`config.mk`:
```
export PLATFORM = sky130hd
export DESIGN_NAME = lsef_event_flags
export DESIGN_NICKNAME = d
export VERILOG_FILES = /design/src/lsef_pkg.sv /design/src/lsef_event_flags.sv
export SDC_FILE = /design/constraint.sdc
export NUM_CORES = 1
export LEC_CHECK = 0
export ABC_CLOCK_PERIOD_IN_PS = 2550
export BUFFER_PORTS_ARGS = -buffer_cell sky130_fd_sc_hd__buf_2
export CORE_MARGIN = 2
export CORE_UTILIZATION = 40
export DETAILED_ROUTE_END_ITERATION = 10
export PLACE_DENSITY = 0.71
export SYNTH_ARGS = -nofsm -noshare
export SYNTH_HDL_FRONTEND = slang
export SYNTH_SLANG_ARGS = --single-unit
export TNS_END_PERCENT = 20
```
`constraint.sdc`:
```
create_clock -name i_clk_sys -period 2.55 [get_ports i_clk_sys]
set_clock_uncertainty 0.05 [all_clocks]
set_input_delay 0.3825 -clock i_clk_sys [delete_from_list [all_inputs] [get_ports i_clk_sys]]
set_output_delay 0.3825 -clock i_clk_sys [all_outputs]
set_load 0.05 [all_outputs]
```
`src/lsef_pkg.sv`:
```
// Purpose: constants and carriers for the light sensor event flag block
// Assumes: one system clock, command-coded byte register access
// Notes:   shared by the design and by the verification side
`default_nettype none
package lsef_pkg;

  // command codes
  localparam logic [7:0] CMD_UPPER_LIMIT_LOW  = 8'h04;
  localparam logic [7:0] CMD_UPPER_LIMIT_HIGH = 8'h05;
  localparam logic [7:0] CMD_LOWER_LIMIT_LOW  = 8'h06;
  localparam logic [7:0] CMD_LOWER_LIMIT_HIGH = 8'h07;
  localparam logic [7:0] CMD_LIGHT_COUNT_LOW  = 8'h10;
  localparam logic [7:0] CMD_LIGHT_COUNT_HIGH = 8'h11;
  localparam logic [7:0] CMD_RESERVED_STATUS  = 8'h16;
  localparam logic [7:0] CMD_EVENT_FLAGS      = 8'h17;

  // event flag byte layout
  localparam int unsigned FLAG_READY_BIT = 3;
  localparam int unsigned FLAG_UNDER_BIT = 2;
  localparam int unsigned FLAG_OVER_BIT  = 1;

  // values after reset
  localparam logic [15:0] UPPER_LIMIT_RESET = 16'h0000;
  localparam logic [15:0] LOWER_LIMIT_RESET = 16'h0000;
  localparam logic [15:0] LIGHT_COUNT_RESET = 16'h0000;
  localparam logic [7:0]  RESERVED_VALUE    = 8'h00;
  localparam logic [7:0]  RDATA_RESET       = 8'h00;

  // integration window code width and plain defaults for the core coupling
  localparam int unsigned IT_W              = 3;
  localparam logic [2:0]  SHORTEST_IT_CODE  = 3'h7;
  localparam logic [15:0] SHORTEST_IT_MAX   = 16'h7fff;

  // register access request from the serial front end
  typedef struct packed {
    logic       rd;
    logic       wr;
    logic [7:0] cmd;
    logic [7:0] wdata;
  } lsef_req_t;

  // one finished measurement from the sensor core
  typedef struct packed {
    logic        valid;
    logic        forced;
    logic [2:0]  window;
    logic [15:0] count;
  } lsef_meas_t;

endpackage : lsef_pkg
`default_nettype wire

```
`src/lsef_event_flags.sv`:
```
// Purpose: light count result, threshold compare and event flag byte
// Assumes: requests and measurements come from logic on i_clk_sys
// Notes:   reading the flag byte clears the flags it reported
`timescale 1ns/1ns
`default_nettype none
module lsef_event_flags
  import lsef_pkg::*;
#(
  parameter logic [IT_W-1:0] P_SHORTEST_IT  = SHORTEST_IT_CODE,
  parameter logic [15:0]     P_SHORTEST_MAX = SHORTEST_IT_MAX
) (
  input  wire logic       i_clk_sys,
  input  wire logic       i_rst_n,
  input  wire lsef_req_t  i_req,
  input  wire lsef_meas_t i_meas,
  output logic [7:0]      o_rdata,
  output logic            o_rvalid,
  output logic [15:0]     o_upper_limit,
  output logic [15:0]     o_lower_limit
);

  logic [15:0] upper_q;
  logic [15:0] lower_q;
  logic [15:0] count_q, count_d;
  logic [7:0]  high_snap_q, high_snap_d;
  logic        ready_q, ready_d;
  logic        under_q, under_d;
  logic        over_q, over_d;
  logic [7:0]  rdata_q, rdata_d;
  logic        rvalid_q, rvalid_d;
  logic [15:0] new_count;
  logic [7:0]  flag_byte;
  logic        flag_read;

  // the shortest window cannot reach full range, so the core value is held
  // to its ceiling instead of letting it alias
  always_comb begin
    new_count = i_meas.count;
    if ((i_meas.window == P_SHORTEST_IT) &&
        (i_meas.count > P_SHORTEST_MAX)) begin
      new_count = P_SHORTEST_MAX;
    end
  end

  always_comb begin
    flag_byte                 = RESERVED_VALUE;
    flag_byte[FLAG_READY_BIT] = ready_q;
    flag_byte[FLAG_UNDER_BIT] = under_q;
    flag_byte[FLAG_OVER_BIT]  = over_q;
  end

  assign flag_read = i_req.rd && (i_req.cmd == CMD_EVENT_FLAGS);

  // threshold registers; reserved and result codes match neither pair,
  // so writes to them are dropped
  lsef_limit_pair #(
    .P_LOW_CMD  (CMD_UPPER_LIMIT_LOW),
    .P_HIGH_CMD (CMD_UPPER_LIMIT_HIGH),
    .P_RESET    (UPPER_LIMIT_RESET)
  ) u_upper_limit (
    .i_clk_sys (i_clk_sys),
    .i_rst_n   (i_rst_n),
    .i_req     (i_req),
    .o_value   (upper_q)
  );

  lsef_limit_pair #(
    .P_LOW_CMD  (CMD_LOWER_LIMIT_LOW),
    .P_HIGH_CMD (CMD_LOWER_LIMIT_HIGH),
    .P_RESET    (LOWER_LIMIT_RESET)
  ) u_lower_limit (
    .i_clk_sys (i_clk_sys),
    .i_rst_n   (i_rst_n),
    .i_req     (i_req),
    .o_value   (lower_q)
  );

  // result capture and event flags; a new event beats a same-cycle clear
  always_comb begin
    count_d = count_q;
    ready_d = ready_q;
    under_d = under_q;
    over_d  = over_q;
    if (flag_read) begin
      ready_d = 1'b0;
      under_d = 1'b0;
      over_d  = 1'b0;
    end
    if (i_meas.valid) begin
      count_d = new_count;
      if (i_meas.forced) begin
        ready_d = 1'b1;
      end
      if (new_count < lower_q) begin
        under_d = 1'b1;
      end
      if (new_count > upper_q) begin
        over_d = 1'b1;
      end
    end
  end

  // reading the low byte freezes the high byte so the pair stays coherent
  // even if a new result lands between the two reads
  always_comb begin
    high_snap_d = high_snap_q;
    rdata_d     = rdata_q;
    rvalid_d    = i_req.rd;
    if (i_req.rd) begin
      unique case (i_req.cmd)
        CMD_UPPER_LIMIT_LOW: begin
          rdata_d = upper_q[7:0];
        end
        CMD_UPPER_LIMIT_HIGH: begin
          rdata_d = upper_q[15:8];
        end
        CMD_LOWER_LIMIT_LOW: begin
          rdata_d = lower_q[7:0];
        end
        CMD_LOWER_LIMIT_HIGH: begin
          rdata_d = lower_q[15:8];
        end
        CMD_LIGHT_COUNT_LOW: begin
          rdata_d     = count_q[7:0];
          high_snap_d = count_q[15:8];
        end
        CMD_LIGHT_COUNT_HIGH: begin
          rdata_d = high_snap_q;
        end
        CMD_RESERVED_STATUS: begin
          rdata_d = RESERVED_VALUE;
        end
        CMD_EVENT_FLAGS: begin
          rdata_d = flag_byte;
        end
        default: begin
          rdata_d = RDATA_RESET;
        end
      endcase
    end
  end

  // result and flag state
  always_ff @(posedge i_clk_sys) begin
    if (!i_rst_n) begin
      count_q <= LIGHT_COUNT_RESET;
      ready_q <= 1'b0;
      under_q <= 1'b0;
      over_q  <= 1'b0;
    end else begin
      count_q <= count_d;
      ready_q <= ready_d;
      under_q <= under_d;
      over_q  <= over_d;
    end
  end

  // read answer state
  always_ff @(posedge i_clk_sys) begin
    if (!i_rst_n) begin
      high_snap_q <= LIGHT_COUNT_RESET[15:8];
      rdata_q     <= RDATA_RESET;
      rvalid_q    <= 1'b0;
    end else begin
      high_snap_q <= high_snap_d;
      rdata_q     <= rdata_d;
      rvalid_q    <= rvalid_d;
    end
  end

  assign o_rdata       = rdata_q;
  assign o_rvalid      = rvalid_q;
  assign o_upper_limit = upper_q;
  assign o_lower_limit = lower_q;

endmodule // lsef_event_flags

module lsef_limit_pair
  import lsef_pkg::*;
#(
  parameter logic [7:0]  P_LOW_CMD  = CMD_UPPER_LIMIT_LOW,
  parameter logic [7:0]  P_HIGH_CMD = CMD_UPPER_LIMIT_HIGH,
  parameter logic [15:0] P_RESET    = UPPER_LIMIT_RESET
) (
  input  wire logic      i_clk_sys,
  input  wire logic      i_rst_n,
  input  wire lsef_req_t i_req,
  output logic [15:0]    o_value
);

  logic [15:0] value_q, value_d;

  // each byte lands on its own write; no pairing latch, so a host that
  // changes both bytes sees a mixed limit for the cycles in between
  always_comb begin
    value_d = value_q;
    if (i_req.wr && (i_req.cmd == P_LOW_CMD)) begin
      value_d[7:0] = i_req.wdata;
    end
    if (i_req.wr && (i_req.cmd == P_HIGH_CMD)) begin
      value_d[15:8] = i_req.wdata;
    end
  end

  always_ff @(posedge i_clk_sys) begin
    if (!i_rst_n) begin
      value_q <= P_RESET;
    end else begin
      value_q <= value_d;
    end
  end

  assign o_value = value_q;

endmodule // lsef_limit_pair
`default_nettype wire

```
==> flow_summary.ini <==
[outcome]
status = finished, final reports clean

[setup_path]
ff2ff_setup_slack_ns = 0.71
ff2ff_path_depth = 7
rr_endpoint = under_q
end_kind = flip-flop
crit_arrival_ns = 2.16
critical_path_class = in -> reg
endpoint = under_q
crit_path_start_kind = input pin
critPathMaxFanout = 28
startpoint = i_meas[17]
required_ns = 2.74
r2r_start = u_lower_limit.o_value[5]

[timing]
slew_headroom_pct = 59.6
hold_violations = 0
fin_hold_ws_ns = 0.264
finalSetupTns_ns = 0
tightestPinTransition_ns = 0.605
slew_viol_final = 0
rsz0062_at_grt = no
setup_viol = 0
max_freq_mhz = 506
min_period_ns = 1.98
finalCritPeriodShare_pct = 77.5

[clock_tree]
numCtsBuffers = 9
hold_buffers = 0
clk_pin_slew_ns = 0.07
htree_levels = 3
cts_tree = done
cts_sinks = 68
ctsResizeCount = 0
cts_root_buf = clkbuf_8
clk_latency_ns = 0.35
postCtsSetupRepairBufs = 0
clockBufferDepth = 2

[synthesis]
synth_edf_count = 0
synth.distinct_cells = 50
synth_cells = 435
syn_avg_cell_area_um2 = 9.16
synth_flop_cell = dfxtp_1
synth_seq_area_share_pct = 34.1
syn_nets = 507
synth_seq_cells = 68
synthArstFlopShare_pct = 0
synthesis.area_um2 = 3990
synth_warnings = 0

[power]
leakagePower_nw = 2.23
switchingPower_mw = 0.588
p_per_area_nw_per_um2 = 495
power_frac_comb_pct = 11.2
pwr-share-clk_pct = 41.7
intPower_mw = 1.75
seq_power_share_pct = 47.1
switching_share_pct = 25.2
peakVddDrop_uv = 262

[placed_design]
dp_hpwl_mm = 8.76
place.gp.congestion = 1.01
post_dp_cell_area_um2 = 4500
portBuffers = 81

[layout]
multi_input_area_um2 = 2380
seq_area_um2 = 1360
drive_gt1_share_pct = 21.7
nets = 579
syn_to_final_growth_pct = 18.2
num_antenna_cells = 0
final.fill_count = 991
design_area_um2 = 4710
fin_util_pct = 48.4

[die]
row_count = 36
ios = 82
initial_core_util_pct = 41.0
fp.coreArea_um2 = 9730
dieArea_um2 = 10800
die_h_um = 104
die_w_um = 104

[global_routing]
grt_pass1_wl_mm = 18.0
overflow = 0
grt_max_degree = 62
antenna_found_initial = 0
grt_use_total_pct = 21.4
grt_pass1_vias = 3414

[drt]
num_vias = 3446
route.detailed.drc = 0
drt-initial-drc-count = 184
drt-pass1-iter-count = 4
drtAntennaViolNets = 0
routedWlPerCell_um = 17.4
via_per_inst = 5.34
wl_mm = 11.2

[worst_hold_path]
hold_path.class = in -> reg

[flow_run]
max_cap_viol_count = 0
[metrics by stage]
stage / setup WS [ns] / instances / power (mW)
3_3_place_gp: 0.387 / 629 / 1.38
6_report: 0.575 / 645 / 2.33
5_1_grt: 0.317 / 645 / 2.43
4_1_cts: 0.610 / 645 / 2.35
3_5_place_dp: 0.245 / 629 / 1.38
2_1_floorplan: 0.513 / 435 / 1.29
[worst max-delay path, cell delays in order]
cell       delay (ns)
buf_2            0.10
nand4_1          0.15
buf_12           0.19
nand2b_1         0.12
ha_1             0.30
o21ai_0          0.09
a2111oi_0        0.46
a211oi_1         0.13
nor3_1           0.14
o21ai_0          0.10
[how the worst min path moves through the flow]
stage / endpoint / slack (ns) / cells after the start / start
after floorplan: under_q / 0.39 / 2 / under_q
after global placement: o_rdata[7] / 0.38 / 2 / o_rdata[7]
after detailed placement: o_rdata[7] / 0.40 / 2 / o_rdata[7]
after CTS: o_rvalid / 0.25 / 2 / i_rst_n
after global routing: o_rvalid / 0.27 / 2 / i_rst_n
final: o_rvalid / 0.26 / 2 / i_rst_n
[layout by cell type (no fill, tap or decap), types with 3 or more instances in the layout]
cell type,Yosys,routed
nand4b_1,4,4
buf_4,2,6
a21oi_1,15,15
nand2_1,21,21
nand4_1,4,4
clkbuf_8,0,9
nand2b_1,17,17
buf_2,7,81
o21ai_0,20,20
nor2b_1,48,48
nand3_1,11,11
nor2_1,5,5
clkinv_2,0,3
ha_1,31,31
and2_1,5,5
inv_1,33,33
dfxtp_1,68,68
a22oi_1,3,3
nor3_1,3,3
o211a_1,15,15
a32oi_1,3,3
mux2i_1,48,48
nand3b_1,15,15
[registers in the layout, summed over array words and instances, names as in the netlist]
signal and flops:
high_snap_q 8, count_q 16, under_q 1, over_q 1, o_rvalid 1, o_rdata 8, u_upper_limit.o_value 16, u_lower_limit.o_value 16
ready_q 1
[layer usage]
layer  GRT usage, %  vias to the layer above  wire (µm)
met4           11.1                        2        388
met5           2.86                        -         34
met2           34.0                      105       5210
li1               -                     1687          -
met1           26.8                     1623       4980
met3           4.85                       29        593
[Yosys cell counts, types with 3 or more instances]
library cell  count  area [µm²]
nand4b_1          4        35.0
and2_1            5        31.3
a32oi_1           3        26.3
ha_1             31         388
nand4_1           4        25.0
o21ai_0          20         100
inv_1            33         124
nand3_1          11        55.1
a21oi_1          15        75.1
nand3b_1         15         113
buf_2             7        35.0
nor2_1            5        18.8
nand2_1          21        78.8
nor2b_1          48         300
o211a_1          15         150
a22oi_1           3        22.5
mux2i_1          48         480
clkbuf_1         16        60.1
nand2b_1         17         106
nor3_1            3        15.0
dfxtp_1          68        1360
[power by group through the flow]
stage | sequential, mW | combinational [mW] | clock [mW]
after floorplan | 1.12 | 0.164 | 0
after global placement | 1.12 | 0.255 | 0
after detailed placement | 1.12 | 0.260 | 0
after CTS | 1.10 | 0.261 | 0.992
after global routing | 1.10 | 0.292 | 1.04
final | 1.10 | 0.261 | 0.973
[logic make-up (layout without fill, tap and decap cells)]
family | after synthesis | after routing | share of synthesized area (%)
and+or+nand+nor | 142 | 142 | 21.9
AOI/OAI and AO/OA | 85 | 85 | 15.3
DFF | 68 | 68 | 34.1
buffers and inverters | 60 | 137 | 6.25
muxes | 49 | 49 | 12.6
adders and majority gates | 31 | 31 | 9.73
[cell type report]
| class | count | area share, % |
|---|---|---|
| Clock inverter | 7 | 1.94 |
| Clock buffer | 9 | 2.63 |
| Inverter | 33 | 2.63 |
| Timing Repair Buffer | 88 | 9.98 |
| Multi-Input combinational cell | 307 | 50.4 |
| Tap cell | 133 | 3.53 |
| Sequential cell | 68 | 28.9 |
Note: power is estimated with default switching activity, not from simulation.
